[config.mk]
export PLATFORM = sky130hd
export DESIGN_NAME = gpio_port
export DESIGN_NICKNAME = d
export VERILOG_FILES = /design/src/hw/gpio_port_pkg.sv /design/src/hw/gpio_port.sv /design/src/hw/pin_sync.sv
export VERILOG_INCLUDE_DIRS = /design/src /design/src/hw
export SDC_FILE = /design/constraint.sdc
export NUM_CORES = 1
export LEC_CHECK = 0
export BUFFER_PORTS_ARGS = -buffer_cell sky130_fd_sc_hd__buf_2
export CAP_MARGIN = 10
export CORE_MARGIN = 2
export CORE_UTILIZATION = 50
export CTS_CLUSTER_DIAMETER = 200
export DETAILED_ROUTE_END_ITERATION = 7
export PLACE_DENSITY = 0.84
export RECOVER_POWER = 100
export SYNTH_ARGS = -nofsm -noshare
export SYNTH_HDL_FRONTEND = slang
export SYNTH_SLANG_ARGS = --single-unit
export TNS_END_PERCENT = 10
[constraint.sdc]
create_clock -name core_clk -period 2.4 [get_ports core_clk]
set_input_delay 0.36 -clock core_clk [delete_from_list [all_inputs] [get_ports core_clk]]
set_output_delay 0.36 -clock core_clk [all_outputs]
set_load 0.02 [all_outputs]
[src/hw/gpio_port_defines.svh]
// Register offsets, reset values and field positions of the GPIO port
`ifndef GPIO_PORT_DEFINES_SVH
`define GPIO_PORT_DEFINES_SVH

`define GP_OFF_DIR 12'h400
`define GP_OFF_SENSE 12'h404
`define GP_OFF_DUAL 12'h408
`define GP_OFF_POL 12'h40c
`define GP_OFF_MASK 12'h410
`define GP_OFF_RAW 12'h414
`define GP_OFF_MIS 12'h418
`define GP_OFF_CLR 12'h41c
`define GP_OFF_AFSEL 12'h420
`define GP_OFF_DRV_LO 12'h500
`define GP_OFF_DRV_MID 12'h504
`define GP_OFF_DRV_HI 12'h508
`define GP_OFF_OPEN_DR 12'h50c
`define GP_OFF_PULL_UP 12'h510
`define GP_OFF_PULL_DN 12'h514
`define GP_OFF_SLEW 12'h518
`define GP_OFF_DIG_EN 12'h51c
`define GP_OFF_LOCK 12'h520
`define GP_OFF_COMMIT 12'h524
`define GP_OFF_ANALOG 12'h528

// Data window: address bits [11:10] zero, mask in bits [9:2]
`define GP_DATA_REGION 2'b00
`define GP_MASK_HI 9
`define GP_MASK_LO 2
// Identification words at 0xfd0..0xffc, twelve bytes
`define GP_ID_REGION 6'h3f
`define GP_ID_FIRST 4'h4
`define GP_ID_LAST 4'hf

`define GP_RST_ZERO 8'h00
`define GP_RST_COMMIT 8'hff
// Unlock key value is arbitrary
`define GP_LOCK_KEY 32'h6c0c_a11e
`define GP_BYTE_PAD 24'h000000

`endif

[src/hw/gpio_port_pkg.sv]
// Types shared by the GPIO port design
package gpio_port_pkg;
   typedef logic [7:0] pin_vec_t;
   typedef enum logic [1:0] {
      APB_IDLE = 2'b01,
      APB_ACCESS = 2'b10
   } apb_state_e;
endpackage : gpio_port_pkg

[src/hw/gpio_port.sv]
// Eight-pin GPIO port with APB registers, interrupts and pad control
//
// Function
// Direction bit 0 makes the pin an input captured into the data register.
// Direction bit 1 drives the data register bit onto the pin.
// Data register spans 256 words; address bits [9:2] mask the pins.
// Writes change only bits whose mask address bit is 1.
// Reads return bits whose mask address bit is 1, zero elsewhere.
// One combined port interrupt output for all enabled pin conditions.
// Edge interrupts stay latched until software clears them.
// Level sources hold their level until recognised; nothing is latched.
// Sense, dual-edge and polarity settings jointly pick the trigger.
// Rising, falling or both edges, or high or low level, per pin.
// Mask bit gates each pin's condition onto the port interrupt.
// Raw status ignores the mask; masked status shows allowed ones.
// Writing 1 to the clear register clears a latch; 0 does nothing.
// Software masks a pin while changing its trigger settings.
// Unmasked converter trigger pin also pulses the converter trigger.
// Alternate-function bit hands the pin to its peripheral.
// Analog mode bit 1 removes the pin's analog isolation.
// Protected writes need unlock and commit permission bit 1.
// Drive, open-drain, pulls, slew and digital enable go to the pad.
// Read-only identification words: eight peripheral, four cell.
// Reset leaves pins undriven, debug pins keep their debug function.
// Pin inputs pass a two-flop synchroniser before any use.
//
// Our own choices: register access over APB and the register addresses.
`timescale 1ns/1ps
`include "gpio_port_defines.svh"
module gpio_port #(
   parameter logic [7:0] DEBUG_PIN_MASK = 8'h00,
   parameter logic [7:0] PROTECT_MASK = 8'h00,
   parameter logic [7:0] COMMIT_RESET = `GP_RST_COMMIT,
   parameter bit ADC_TRIG_EN = 1'b1,
   parameter int ADC_TRIG_PIN = 4,
   // Identification bytes are arbitrary values
   parameter logic [95:0] IDENT_BYTES = 96'h5a_a5_3c_c3_0f_f0_69_96_11_22_33_44
) (
   input wire logic core_clk,
   input wire logic rst_n,
   input wire logic psel,
   input wire logic penable,
   input wire logic pwrite,
   input wire logic [11:0] paddr,
   input wire logic [31:0] pwdata,
   input wire logic [3:0] pstrb,
   output logic [31:0] prdata,
   output logic pready,
   output logic pslverr,
   input wire logic [7:0] pin_in,
   output logic [7:0] pin_out,
   output logic [7:0] pin_oe,
   input wire logic [7:0] alt_out,
   input wire logic [7:0] alt_oe,
   output logic [7:0] alt_in,
   output logic port_irq,
   output logic adc_trigger,
   output logic [7:0] drive_low_select,
   output logic [7:0] drive_mid_select,
   output logic [7:0] drive_high_select,
   output logic [7:0] open_drain_select,
   output logic [7:0] pull_up_select,
   output logic [7:0] pull_down_select,
   output logic [7:0] slew_rate_select,
   output logic [7:0] digital_input_enable,
   output logic [7:0] analog_mode_select,
   output logic [7:0] alt_function_select
);
   // ****************************************
   // Declarations
   // ****************************************
   gpio_port_pkg::apb_state_e state;
   gpio_port_pkg::pin_vec_t sync_pin, prev_pin;
   gpio_port_pkg::pin_vec_t pin_value_reg, pin_direction_reg;
   gpio_port_pkg::pin_vec_t trigger_sense_select, dual_edge_select;
   gpio_port_pkg::pin_vec_t trigger_polarity_select, irq_mask_reg;
   gpio_port_pkg::pin_vec_t raw_irq_status, masked_irq_status;
   gpio_port_pkg::pin_vec_t commit_permit_reg;
   gpio_port_pkg::pin_vec_t rise, fall, edge_hit, level_hit, clr_vec;
   gpio_port_pkg::pin_vec_t next_raw, data_wmask, commit_ok, rd_val;
   gpio_port_pkg::pin_vec_t base_out, base_oe, wbyte;
   logic locked, rd_err, wr_now;
   logic [3:0] id_idx;

   function automatic gpio_port_pkg::pin_vec_t addr_mask(
      input logic [11:0] a);
      return a[`GP_MASK_HI:`GP_MASK_LO];
   endfunction : addr_mask

   function automatic logic in_data(input logic [11:0] a);
      return a[11:10] == `GP_DATA_REGION;
   endfunction : in_data

   pin_sync #(.WIDTH(8)) u_sync (
      .core_clk(core_clk),
      .rst_n(rst_n),
      .d(pin_in),
      .q(sync_pin)
   );

   // ****************************************
   // APB slave
   // ****************************************
   // One wait-free access phase; write lands at the completing edge
   assign wr_now = psel & penable & pready & pwrite & pstrb[0];
   assign wbyte = pwdata[7:0];
   assign id_idx = paddr[5:2] - `GP_ID_FIRST;

   always_ff @(posedge core_clk or negedge rst_n) begin
      if (!rst_n) begin
         state <= gpio_port_pkg::APB_IDLE;
         pready <= 1'b0;
      end else begin
         case (state)
            gpio_port_pkg::APB_IDLE: begin
               if (psel && !penable) begin
                  state <= gpio_port_pkg::APB_ACCESS;
                  pready <= 1'b1;
               end
            end
            gpio_port_pkg::APB_ACCESS: begin
               state <= gpio_port_pkg::APB_IDLE;
               pready <= 1'b0;
            end
            default: begin
               state <= gpio_port_pkg::APB_IDLE;
               pready <= 1'b0;
            end
         endcase
      end
   end

   always_comb begin
      rd_val = `GP_RST_ZERO;
      rd_err = 1'b0;
      if (in_data(paddr)) begin
         rd_val = pin_value_reg & addr_mask(paddr);
      end else if (paddr[11:6] == `GP_ID_REGION &&
                   paddr[5:2] >= `GP_ID_FIRST) begin
         rd_val = IDENT_BYTES[id_idx*8 +: 8];
      end else begin
         case (paddr)
            `GP_OFF_DIR: rd_val = pin_direction_reg;
            `GP_OFF_SENSE: rd_val = trigger_sense_select;
            `GP_OFF_DUAL: rd_val = dual_edge_select;
            `GP_OFF_POL: rd_val = trigger_polarity_select;
            `GP_OFF_MASK: rd_val = irq_mask_reg;
            `GP_OFF_RAW: rd_val = raw_irq_status;
            `GP_OFF_MIS: rd_val = masked_irq_status;
            `GP_OFF_CLR: rd_val = `GP_RST_ZERO;
            `GP_OFF_AFSEL: rd_val = alt_function_select;
            `GP_OFF_DRV_LO: rd_val = drive_low_select;
            `GP_OFF_DRV_MID: rd_val = drive_mid_select;
            `GP_OFF_DRV_HI: rd_val = drive_high_select;
            `GP_OFF_OPEN_DR: rd_val = open_drain_select;
            `GP_OFF_PULL_UP: rd_val = pull_up_select;
            `GP_OFF_PULL_DN: rd_val = pull_down_select;
            `GP_OFF_SLEW: rd_val = slew_rate_select;
            `GP_OFF_DIG_EN: rd_val = digital_input_enable;
            `GP_OFF_LOCK: rd_val = {7'h00, locked};
            `GP_OFF_COMMIT: rd_val = commit_permit_reg;
            `GP_OFF_ANALOG: rd_val = analog_mode_select;
            default: rd_err = 1'b1;
         endcase
      end
   end

   always_ff @(posedge core_clk or negedge rst_n) begin
      if (!rst_n) begin
         prdata <= '0;
         pslverr <= 1'b0;
      end else if (psel && !penable) begin
         prdata <= {`GP_BYTE_PAD, rd_val};
         pslverr <= rd_err;
      end else if (pready) begin
         pslverr <= 1'b0;
      end
   end

   // ****************************************
   // Data register and direction
   // ****************************************
   assign data_wmask = (wr_now && in_data(paddr)) ? addr_mask(paddr)
                                                  : `GP_RST_ZERO;

   always_ff @(posedge core_clk or negedge rst_n) begin
      if (!rst_n) begin
         pin_value_reg <= `GP_RST_ZERO;
      end else begin
         pin_value_reg <= (~pin_direction_reg & sync_pin) |
            (pin_direction_reg & ((pin_value_reg & ~data_wmask) |
                                  (wbyte & data_wmask)));
      end
   end

   // ****************************************
   // Plain configuration registers
   // ****************************************
   always_ff @(posedge core_clk or negedge rst_n) begin
      if (!rst_n) begin
         pin_direction_reg <= `GP_RST_ZERO;
         trigger_sense_select <= `GP_RST_ZERO;
         dual_edge_select <= `GP_RST_ZERO;
         trigger_polarity_select <= `GP_RST_ZERO;
         irq_mask_reg <= `GP_RST_ZERO;
         open_drain_select <= `GP_RST_ZERO;
         pull_down_select <= `GP_RST_ZERO;
         slew_rate_select <= `GP_RST_ZERO;
         analog_mode_select <= `GP_RST_ZERO;
      end else if (wr_now) begin
         case (paddr)
            `GP_OFF_DIR: pin_direction_reg <= wbyte;
            `GP_OFF_SENSE: trigger_sense_select <= wbyte;
            `GP_OFF_DUAL: dual_edge_select <= wbyte;
            `GP_OFF_POL: trigger_polarity_select <= wbyte;
            `GP_OFF_MASK: irq_mask_reg <= wbyte;
            `GP_OFF_OPEN_DR: open_drain_select <= wbyte;
            `GP_OFF_PULL_DN: pull_down_select <= wbyte;
            `GP_OFF_SLEW: slew_rate_select <= wbyte;
            `GP_OFF_ANALOG: analog_mode_select <= wbyte;
            default: begin
            end
         endcase
      end
   end

   // Drive strengths are exclusive: selecting one clears the others
   always_ff @(posedge core_clk or negedge rst_n) begin
      if (!rst_n) begin
         drive_low_select <= `GP_RST_ZERO;
         drive_mid_select <= `GP_RST_ZERO;
         drive_high_select <= `GP_RST_ZERO;
      end else if (wr_now) begin
         case (paddr)
            `GP_OFF_DRV_LO: begin
               drive_low_select <= wbyte;
               drive_mid_select <= drive_mid_select & ~wbyte;
               drive_high_select <= drive_high_select & ~wbyte;
            end
            `GP_OFF_DRV_MID: begin
               drive_mid_select <= wbyte;
               drive_low_select <= drive_low_select & ~wbyte;
               drive_high_select <= drive_high_select & ~wbyte;
            end
            `GP_OFF_DRV_HI: begin
               drive_high_select <= wbyte;
               drive_low_select <= drive_low_select & ~wbyte;
               drive_mid_select <= drive_mid_select & ~wbyte;
            end
            default: begin
            end
         endcase
      end
   end

   // ****************************************
   // Lock and commit protection
   // ****************************************
   // Unprotected bits need only their commit bit; protected ones also need the unlock
   assign commit_ok = commit_permit_reg &
                      (~PROTECT_MASK | {8{~locked}});

   always_ff @(posedge core_clk or negedge rst_n) begin
      if (!rst_n) begin
         locked <= 1'b1;
         commit_permit_reg <= COMMIT_RESET;
      end else if (wr_now) begin
         if (paddr == `GP_OFF_LOCK) begin
            locked <= (pwdata != `GP_LOCK_KEY);
         end
         if (paddr == `GP_OFF_COMMIT && !locked) begin
            commit_permit_reg <= wbyte;
         end
      end
   end

   always_ff @(posedge core_clk or negedge rst_n) begin
      if (!rst_n) begin
         alt_function_select <= DEBUG_PIN_MASK;
         pull_up_select <= DEBUG_PIN_MASK;
         digital_input_enable <= DEBUG_PIN_MASK;
      end else if (wr_now) begin
         case (paddr)
            `GP_OFF_AFSEL: alt_function_select <=
               (alt_function_select & ~commit_ok) | (wbyte & commit_ok);
            `GP_OFF_PULL_UP: pull_up_select <=
               (pull_up_select & ~commit_ok) | (wbyte & commit_ok);
            `GP_OFF_DIG_EN: digital_input_enable <=
               (digital_input_enable & ~commit_ok) | (wbyte & commit_ok);
            default: begin
            end
         endcase
      end
   end

   // ****************************************
   // Interrupt detection
   // ****************************************
   always_comb begin
      rise = sync_pin & ~prev_pin;
      fall = ~sync_pin & prev_pin;
      edge_hit = (dual_edge_select & (rise | fall)) |
         (~dual_edge_select & trigger_polarity_select & rise) |
         (~dual_edge_select & ~trigger_polarity_select & fall);
      level_hit = (trigger_polarity_select & sync_pin) |
         (~trigger_polarity_select & ~sync_pin);
      clr_vec = (wr_now && paddr == `GP_OFF_CLR) ? wbyte
                                                 : `GP_RST_ZERO;
      // New edge beats a clear in the same cycle; level is never held
      next_raw = (trigger_sense_select & level_hit) |
         (~trigger_sense_select &
          ((raw_irq_status & ~clr_vec) | edge_hit));
   end

   always_ff @(posedge core_clk or negedge rst_n) begin
      if (!rst_n) begin
         prev_pin <= `GP_RST_ZERO;
         raw_irq_status <= `GP_RST_ZERO;
         masked_irq_status <= `GP_RST_ZERO;
         port_irq <= 1'b0;
      end else begin
         prev_pin <= sync_pin;
         raw_irq_status <= next_raw;
         masked_irq_status <= next_raw & irq_mask_reg;
         port_irq <= |(next_raw & irq_mask_reg);
      end
   end

   always_ff @(posedge core_clk or negedge rst_n) begin
      if (!rst_n) begin
         adc_trigger <= 1'b0;
      end else begin
         adc_trigger <= ADC_TRIG_EN & irq_mask_reg[ADC_TRIG_PIN] &
            next_raw[ADC_TRIG_PIN] & ~raw_irq_status[ADC_TRIG_PIN];
      end
   end

   // ****************************************
   // Pad drive
   // ****************************************
   assign base_out = (alt_function_select & alt_out) |
                     (~alt_function_select & pin_value_reg);
   assign base_oe = (alt_function_select & alt_oe) |
                    (~alt_function_select & pin_direction_reg);

   always_ff @(posedge core_clk or negedge rst_n) begin
      if (!rst_n) begin
         pin_out <= `GP_RST_ZERO;
         pin_oe <= `GP_RST_ZERO;
         alt_in <= `GP_RST_ZERO;
      end else begin
         // Open drain only ever pulls low
         pin_out <= base_out & ~open_drain_select;
         pin_oe <= base_oe & ~(open_drain_select & base_out);
         alt_in <= sync_pin;
      end
   end
endmodule : gpio_port

[src/hw/pin_sync.sv]
// Two-flop synchroniser for the pad inputs
`timescale 1ns/1ps
module pin_sync #(
   parameter int WIDTH = 8
) (
   input wire logic core_clk,
   input wire logic rst_n,
   input wire logic [WIDTH-1:0] d,
   output logic [WIDTH-1:0] q
);
   logic [WIDTH-1:0] meta;

   always_ff @(posedge core_clk or negedge rst_n) begin
      if (!rst_n) begin
         meta <= '0;
         q <= '0;
      end else begin
         meta <= d;
         q <= meta;
      end
   end
endmodule : pin_sync

# --- Yosys cells after proc, flatten, opt, wreduce, memory -nomap -nowiden ---
# Cells that the tools add are included.
word_totals:
  register_bits: 207
  word_cells: 174
op_classes:
  mux: 17
  magnitude_cmp: 1
  n_bitwise: 65
  addsub: 1
  reduce_logical: 34
  n_shift: 1
  eq_ne: 24
ops:
  columns: ["op", "count"]
  rows:
  - ["AND 8 bit", 32]
  - ["== test 12 x 11 -> 1 bit, second input constant", 20]
  - ["case mux 8 bit (19 select lines)", 1]
  - ["inverter 8 bit", 13]
  - ["OR 8 bit", 13]
  - ["indexed part select 96 x 8 -> 8 bit, first input constant", 1]
  - ["case mux 8 bit (2 select lines)", 3]
  - ["AND reduction 2 bit", 17]
  - ["2-to-1 mux 8 bit", 4]
  - ["!= test 32 x 31 -> 1 bit, second input constant", 1]
  - ["OR reduction 20 bit", 1]
  - ["nonzero test 2 bit", 4]
  - ["OR reduction 8 bit", 1]
  - ["2-to-1 mux 1 bit", 7]
  - ["AND 1 bit", 6]
  - ["== test 6 bit, second input constant", 1]
  - ["OR reduction 2 bit", 3]
  - ["logical AND 1 bit", 5]
  - [">= comparator 4 x 3 -> 1 bit, second input constant", 1]
  - ["2-to-1 mux 2 bit", 2]
  - ["subtractor 4 x 3 -> 4 bit, second input constant", 1]
  - ["== test 2 x 1 -> 1 bit, second input constant", 1]
  - ["logical NOT 1 bit", 2]
  - ["logical NOT 2 bit", 1]
  - ["2 further kinds", 2]

# --- Longest topological paths before layout ---
# Gate-level depths: netlist of the first run.
logic_depth:
  word_depth: 13
  depth_mapped: 10

# --- By module ---
# Synthesis of the first run repeated with hierarchy kept, for this count alone.
unflattened:
  hier_cells: 991
  area_unflattened_um2: 10586.4
by_module_without_submodules:
  columns: ["module", "area_per_inst_um2", "seq_area_each_um2", "cells_each", "n_inst"]
  rows:
  - ["gpio_port", 10186.0, 4767.1, 975, 1]
  - ["pin_sync", 400.4, 400.4, 16, 1]

# --- Worst setup path after synthesis of the first run ---
# OpenSTA, ideal clock, no wires.
synth_path:
  path_type: "input port to flip-flop"
  from: "input port paddr[5]"
  to: "register port_irq"
  t_required_ps: 2262
  slack_ps: -237
  cell_stages: 9
  arrival_ps: 2499
  path_cell_list: "inv_1 -> ha_1 -> or3b_2 -> clkbuf_1 -> nor4_4 -> a21boi_1 -> o31a_1 -> a2111oi_2 -> nand4_1"
synth_via:
  elab_chain_len: 10
synth_lines:
  columns: ["element", "line", "source"]
  rows:
  - ["start, declared", "gpio_port.sv:44", "input wire logic [11:0] paddr,"]
  - ["== test 12 x 11 -> 1 bit", null, null]
  - ["logical AND 1 bit (no source line)", null, null]
  - ["2-to-1 mux 8 bit (no source line)", null, null]
  - ["inverter 8 bit", "gpio_port.sv:312", "((raw_irq_status & ~clr_vec) | edge_hit));"]
  - ["AND 8 bit", "gpio_port.sv:312", null]
  - ["OR 8 bit", "gpio_port.sv:312", null]
  - ["AND 8 bit", "gpio_port.sv:311", "(~trigger_sense_select &"]
  - ["OR 8 bit", "gpio_port.sv:310", "next_raw = (trigger_sense_select & level_hit) |"]
  - ["net next_raw[0]", "gpio_port.sv:80", "gpio_port_pkg::pin_vec_t next_raw, data_wmask, commit_ok, rd_val;"]
  - ["AND 8 bit", "gpio_port.sv:325", "port_irq <= |(next_raw & irq_mask_reg);"]
  - ["OR reduction 8 bit", "gpio_port.sv:325", null]
  - ["end signal, assigned", "gpio_port.sv:325", null]
  - ["end, declared", "gpio_port.sv:56", "output logic port_irq,"]
# The timed path passes the listed nets, and every way through them passes these cells.
# A chain may end at the register's enable or synchronous reset.

# --- Worst setup path after layout of the first run ---
layout_path:
  from: "register pready"
  to: "register port_irq"
layout_via:
  elab_chain_len: 12
layout_lines:
  columns: ["element", "line", "source"]
  rows:
  - ["start, declared", "gpio_port.sv:48", "output logic pready,"]
  - ["start signal, assigned", "gpio_port.sv:112", "pready <= 1'b0;"]
  - ["start signal, assigned", "gpio_port.sv:118", "pready <= 1'b1;"]
  - ["start signal, assigned", "gpio_port.sv:123", "pready <= 1'b0;"]
  - ["AND 1 bit (3 in series)", "gpio_port.sv:105", "assign wr_now = psel & penable & pready & pwrite & pstrb[0];"]
  - ["logical AND 1 bit (no source line)", null, null]
  - ["2-to-1 mux 8 bit (no source line)", null, null]
  - ["inverter 8 bit", "gpio_port.sv:312", null]
  - ["AND 8 bit", "gpio_port.sv:312", null]
  - ["OR 8 bit", "gpio_port.sv:312", null]
  - ["AND 8 bit", "gpio_port.sv:311", null]
  - ["OR 8 bit", "gpio_port.sv:310", null]
  - ["AND 8 bit", "gpio_port.sv:325", null]
  - ["OR reduction 8 bit", "gpio_port.sv:325", null]
# No other way between the ends.

==> results of run 1 <==
==> cells in the mapped netlist, drive strengths merged, types with 10 or more instances <==
| cell | instances |
|---|---|
| dfrtp | 196 |
| nand2 | 117 |
| mux2 | 104 |
| a22oi | 43 |
| buf | 43 |
| nor2 | 36 |
| o21ai | 36 |
| clkbuf | 33 |
| a21oi | 31 |
| a22o | 25 |
| inv | 25 |
| ha | 24 |
| mux2i | 24 |
| nor3 | 22 |
| nor2b | 21 |
| nand3 | 20 |
| nand4 | 19 |
| dfstp | 10 |
==> layout make-up <==
class	count	area, um2
Multi-Input combinational cell	655	4793
Clock buffer	32	638.1
Sequential cell	206	5167
Inverter	25	93.84
Fill cell	1548	6890
Clock inverter	8	58.81
Timing Repair Buffer	356	2255
Tap cell	270	337.8
==> worst max-delay path by stage <==
stage | start | endpoint | slack (ns) | cells after the start
2_1_floorplan | paddr[5] | port_irq$_DFF_PN0_ | -0.19 | 8
3_3_place_gp | paddr[5] | port_irq$_DFF_PN0_ | -0.52 | 9
3_5_place_dp | paddr[5] | port_irq$_DFF_PN0_ | -0.59 | 9
4_1_cts | pready$_DFFE_PN0P_ | port_irq$_DFF_PN0_ | -0.12 | 6
5_1_grt | pready$_DFFE_PN0P_ | port_irq$_DFF_PN0_ | -0.15 | 6
6_report | pready$_DFFE_PN0P_ | port_irq$_DFF_PN0_ | -0.06 | 6
==> per-stage QoR <==
step / utilization / instance area (um2) / setup WS, ns
2_1_floorplan: - / 10420 / -0.1870
3_3_place_gp: 0.6180 / 12500 / -0.5235
3_5_place_dp: 0.6180 / 12500 / -0.5907
4_1_cts: 0.6585 / 13330 / -0.1159
5_1_grt: 0.6595 / 13340 / -0.1535
6_report: 0.6595 / 13340 / -0.06062
==> worst max-delay path: stages, from the launching register on <==
cell	delay, ns
dfrtp_1	0.33
or4bb_4	0.50
or4_4	0.57
a2111oi_4	0.36
nor2_2	0.11
a2111oi_4	0.35
nand4_1	0.13
==> timing repair <==
item / 4_1_cts / 5_1_grt
hold buffers: 9 / 0
setup endpoints to repair: 1 / 1
setup buffers: 0 / 4
gates cloned: 0 / 0
resized for setup: 5 / 1
endpoints found under the hold margin: 61 / 0
pin swaps: 3 / 6
==> power by group <==
group / switching, mW / internal [mW]
Sequential: 0.0437 / 3.52
Clock: 1.44 / 1.86
Combinational: 0.369 / 0.206
Total: 1.85 / 5.58
==> layout by cell type, fill, tap and decap left out, drive strengths merged, types with 3 or more instances in the layout <==
master and n:
a2111oi 5, a211oi 7, a21boi 6, a21oi 31, a221oi 7, a22o 25, a22oi 43, a2bb2oi 3
and2 3, buf 344, clkbuf 35, clkinv 5, clkinvlp 3, conb 24, dfrtp 196, dfstp 10
dlygate4sd3 9, ha 24, inv 25, mux2 104, mux2i 24, nand2 117, nand3 20, nand4 19
nor2 36, nor2b 21, nor3 22, nor3b 9, nor4 8, nor4b 3, nor4bb 4, o21ai 36
o31a 9, or3b 7, xor2 8
==> layer usage <==
| metal | GRT usage | share of wire | up-vias |
|---|---|---|---|
| met4 | 0.1476 | 0.048 | 0 |
| met2 | 0.5037 | 0.44 | 622 |
| met1 | 0.4446 | 0.38 | 4529 |
| met3 | 0.1074 | 0.13 | 119 |
| li1 | - | - | 4029 |
| met5 | 0 | 0 | - |
==> cells by family (layout without fill, tap and decap cells) <==
group                    Yosys count  after routing  synth area share
buffers and inverters            101            421           0.04796
XOR/XNOR                          10             10          0.008500
flip-flops                       206            206            0.5015
adder cells (fa/ha/maj)           24             24           0.02914
other                              1             24         0.0003639
AO/OA/AOI/OAI                    188            188            0.1322
AND/OR/NAND/NOR                  281            281            0.1434
multiplexers                     128            128            0.1370
==> results by group, run 1 <==
Floorplan
  – Starting density of the core: 0.5093
  – Die width: between 100 and 150 um
  – Core box area: roughly 0.020 mm2
  – Die span in y: ~150 um
  – Ports: around 220
  – Num rows: 52
  – DIE AREA: 0.02177 mm2

Detailed routing
  – Antenna viol nets, final: 0
  – Total number of vias: approximately 9300
  – Via-to-Cell Ratio: about 6
  – DRT Wirelength: 36440 um
  – Pre-Repair DR Iteration Count: 6
  – Wirelength per Cell: approximately 23 um
  – DRC: 0
  – DR iter-0 viols: just under 900

Job
  – # Max-Cap Violations: 1

Yosys
  – EDFF count, synth: 0
  – Synth top area share: 0.4760
  – Gate count after technology mapping: approximately 940
  – Asr flop ratio synth: 1.000
  – Syn_area_per_cell: between 10 and 15 um2
  – Flops & latches, synth: just over 200
  – Sequential share of the synthesized area: 0.5015
  – Yosys top cell by area: dfrtp_1
  – Ys Warns: 0
  – Top cells by area, synth: dfrtp_1 (48%), mux2_2 (9.6%), nand2_1 (4.3%)
  – Unique masters post-synth: 65
  – Top FF cell, synth: dfrtp_1
  – Synth Cell Area: around 0.010 mm2

Critical path
  – Worst reg2reg path depth: 6
  – Worst-path fanout max: 3
  – Worst EP arrival: approximately 2.9 ns
  – Reg2Reg Launch Point: pready$_DFFE_PN0P_
  – Setup CP Type: register to register
  – R2r setup slk: -0.06 ns
  – Setup crit end kind: register
  – WP data required: 2.80 ns
  – Setup crit start kind: register
  – RR Endpoint: port_irq$_DFF_PN0_

STA
  – Fin Hold WS: roughly 0.057 ns
  – Final hold vios: 0
  – Post-Route Setup TNS: -0.06062 ns
  – Worst Max-Slew Pin Slew: around 1.5 ns
  – Relative slew slack: -0.0005699
  – RSZ-0062 raised after global routing: yes
  – Fmax: between 0.4 and 0.5 GHz
  – Final Critical Period: around 2.5 ns
  – Clk_skew: around 0.029 ns
  – Final WS setup: -0.06062 ns
  – Fin crit share: 1.025
  – Final Max Slew Viols: 33
  – # setup viols final: 1

Clock tree
  – Reg clk slew, reported paths: about 0.06 ns
  – Clock sinks: between 200 and 250
  – Clock Latency Late Sink: roughly 0.53 ns
  – Root Driver: clkbuf_16
  – Clock Tree Buf Depth: 3
  – CTS H-tree depth: 1
  – CTS buffer count: 22
  – CTS tree: built

Layout
  – # nets final: around 1400
  – Synth-to-layout area growth: 29.49%
  – Diodes inserted: 0
  – Non-Filler Instances: around 1600
  – Share of cells above drive strength 1: 0.3970

Pwr
  – VDD IR-drop max: ~0.0005 V
  – Lkg Pwr: between 6 and 7 nW
  – Pwr Density: between 500 and 600 mW/mm2
  – PnR Total Power: approximately 7.4 mW

Min path
  – Startpoint of the worst hold path: alt_oe[5]
  – Hold-critical path endpoint: pin_oe[5]$_DFF_PN0_
  – Hold Path Class: primary input to register
  – Worst Hold Depth: 3

Global route
  – Largest net degree at the start of global routing: 60
  – Initial antenna violation count: 0
  – First-pass GRT wire length: approximately 54000 um
  – Total Routing Usage GR: 0.3342
  – Global route overflow: 0
  – Vias in the first global route: between 9000 and 10000

Placement
  – PortBufs: 189
  – Post-Place Cells: between 1000 and 1500
  – GP Congestion: just over 1
  – Detail Placement HPWL: 27490 um

Status
  – Status: finished with violations
  – Failing checks: max-capacitance violations, max-slew violations, negative setup slack
Note: power is estimated with default switching activity, not from simulation.
==> inputs of run 2 (changes only) <==
CTS_BUF_LIST = sky130_fd_sc_hd__clkbuf_8 sky130_fd_sc_hd__clkbuf_16   (was not set)
==> run 2 against run 1 <==
  * The run still ends with max-capacitance violations, max-slew violations, negative setup slack left
  * Sequential share of layout area did not move
  * Routed wire length barely moved
  * Clock skew fell by 0.0029 ns
  * Sequential power barely moved
  * Power fell by 0.37%
==> results by group, run 2 (synthesis gave the netlist of run 1 again) <==
Placement
  – Detail Placement HPWL: about 27000 um
  – GP Congestion: 1.019
  – Setup WS pre-CTS: -0.5907 ns
  – PortBufs: between 150 and 200
  – Post-Place Cells: between 1000 and 1500
  – Cell Area, Placed: approximately 0.013 mm2

Detailed routing
  – DRC: 0
  – Pre-Repair DR Iteration Count: 5
  – Total number of vias: around 9200
  – Antenna viol nets, final: 0
  – Via-to-Cell Ratio: 5.934
  – DR iter-0 viols: about 880
  – Wirelength per Cell: between 20 and 25 um
  – DRT Wirelength: around 36000 um

Status
  – Status: finished with violations
  – Failing checks: max-capacitance violations, max-slew violations, negative setup slack

Clock tree
  – Clock Latency Late Sink: 0.53 ns
  – Root Driver: clkbuf_16
  – CTS H-tree depth: 1
  – CTS tree: built
  – Clock sinks: 206
  – CTS buffer count: 22
  – Clock Tree Buf Depth: 3
  – Reg clk slew, reported paths: 0.06 ns

Global route
  – Total Routing Usage GR: 0.3342
  – First-pass GRT wire length: roughly 54000 um
  – Largest net degree at the start of global routing: 60
  – Vias in the first global route: approximately 9100
  – Initial antenna violation count: 0
  – Global route overflow: 0

Min path
  – Hold Path Class: primary input to register

Floorplan
  – Starting density of the core: 0.5093
  – Num rows: 52
  – Die width: roughly 150 um
  – DIE AREA: around 0.022 mm2
  – Ports: roughly 220
  – Die span in y: roughly 150 um
  – Core box area: 0.02023 mm2

STA
  – Final WS setup: -0.05596 ns
  – Clk_skew: approximately 0.026 ns
  – Worst Max-Slew Pin Slew: 1.528 ns
  – Final Max Slew Viols: approximately 60
  – Fin crit share: 1.023
  – Final hold vios: 0
  – Fmax: roughly 0.41 GHz
  – Relative slew slack: -0.01877
  – # setup viols final: 1
  – Final Critical Period: roughly 2.5 ns
  – RSZ-0062 raised after global routing: yes

Critical path
  – Max incr delay on CP: between 0.5 and 0.6 ns
  – Worst path slowest cell: or4_4
  – WP data required: 2.80 ns
  – Critical Path, Cell by Cell: or4bb_4, or4_4, a2111oi_4, nor2_2, a2111oi_4, nand4_1
  – Setup crit start kind: register
  – Setup crit end kind: register
  – CP dominant cell by count: a2111oi_4
  – Setup CP Type: register to register
  – Worst-path fanout max: 3
  – Worst EP arrival: about 2.9 ns

Layout
  – Commonest non-fill, non-tap cell in the layout: dfrtp_1
  – Share of cells above drive strength 1: 0.3970
  – Most frequent cells in the layout: dfrtp_1 (196), buf_2 (187), buf_4 (154)
  – # nets final: between 1000 and 1500
  – Diodes inserted: 0
  – Final instance area: roughly 0.013 mm2
  – Fin util: 0.6595
  – Non-Filler Instances: 1552
  – Synth-to-layout area growth: 29.49%

Pwr
  – Pwr Density: approximately 560 mW/mm2
  – Lkg Pwr: between 6 and 7 nW
  – VDD IR-drop max: just over 0.0005 V
  – PnR Total Power: 7.408 mW

Job
  – # Max-Cap Violations: 1
[run 2: stage by stage]
step	hold slack (ns)	TNS [ns]
CTS	0.05947	-0.1161
floorplan	0.06441	-6.270
finish	0.05763	-0.05596
global route	0.09022	-0.1532
detailed placement	0.3347	-31.04
global placement	0.3312	-25.30
[run 2: report_power, final]
| part | total (mW) | switching, mW | internal [mW] |
|---|---|---|---|
| Clock | 3.27 | 1.43 | 1.83 |
| Sequential | 3.57 | 0.0437 | 3.52 |
| Combinational | 0.577 | 0.370 | 0.206 |
| Total | 7.41 | 1.85 | 5.56 |
[run 2: layout make-up]
type                            count  area (um2)
Clock buffer                       27       619.3
Clock inverter                     13       77.57
Fill cell                        1548        6890
Inverter                           25       93.84
Multi-Input combinational cell    655        4793
Sequential cell                   206        5167
Tap cell                          270       337.8
Timing Repair Buffer              356        2255
[run 2: critical path, delay by kind of cell, from the launching register on]
family | cells | cell delay, ns
compound gates | 2 | 0.70
simple gates | 4 | 1.31
flops | 1 | 0.33
[run 2: layer usage]
| metal | vias up | wire, um | global-route usage |
|---|---|---|---|
| met2 | 587 | 15960 | 0.5037 |
| met4 | 0 | 1745 | 0.1476 |
| li1 | 4027 | - | - |
| met5 | - | 0 | 0 |
| met3 | 121 | 4505 | 0.1074 |
| met1 | 4474 | 14230 | 0.4446 |
[run 2: repair_timing]
item / in CTS / in global routing
endpoints found under the hold margin: 61 / 0
resized for setup: 5 / 1
setup endpoints to repair: 1 / 1
pin swaps: 3 / 6
hold buffers: 9 / 0
setup buffers: 0 / 4
[run 2: worst paths after layout]
kind                                       endpoint                      from  cells past startpoint  slack [ns]
max                              port_irq$_DFF_PN0_        pready$_DFFE_PN0P_                      6       -0.06
min                             pin_oe[5]$_DFF_PN0_                 alt_oe[5]                      3        0.06
max reg2reg                      port_irq$_DFF_PN0_        pready$_DFFE_PN0P_                      6       -0.06
min reg2reg                   u_sync.q[3]$_DFF_PN0_  u_sync.meta[3]$_DFF_PN0_                      0        0.35
max in group asynchronous  commit_ok[2]$_DFFE_PN1P_                     rst_n                      3        0.50
min in group asynchronous  u_sync.meta[7]$_DFF_PN0_                     rst_n                      2        0.75
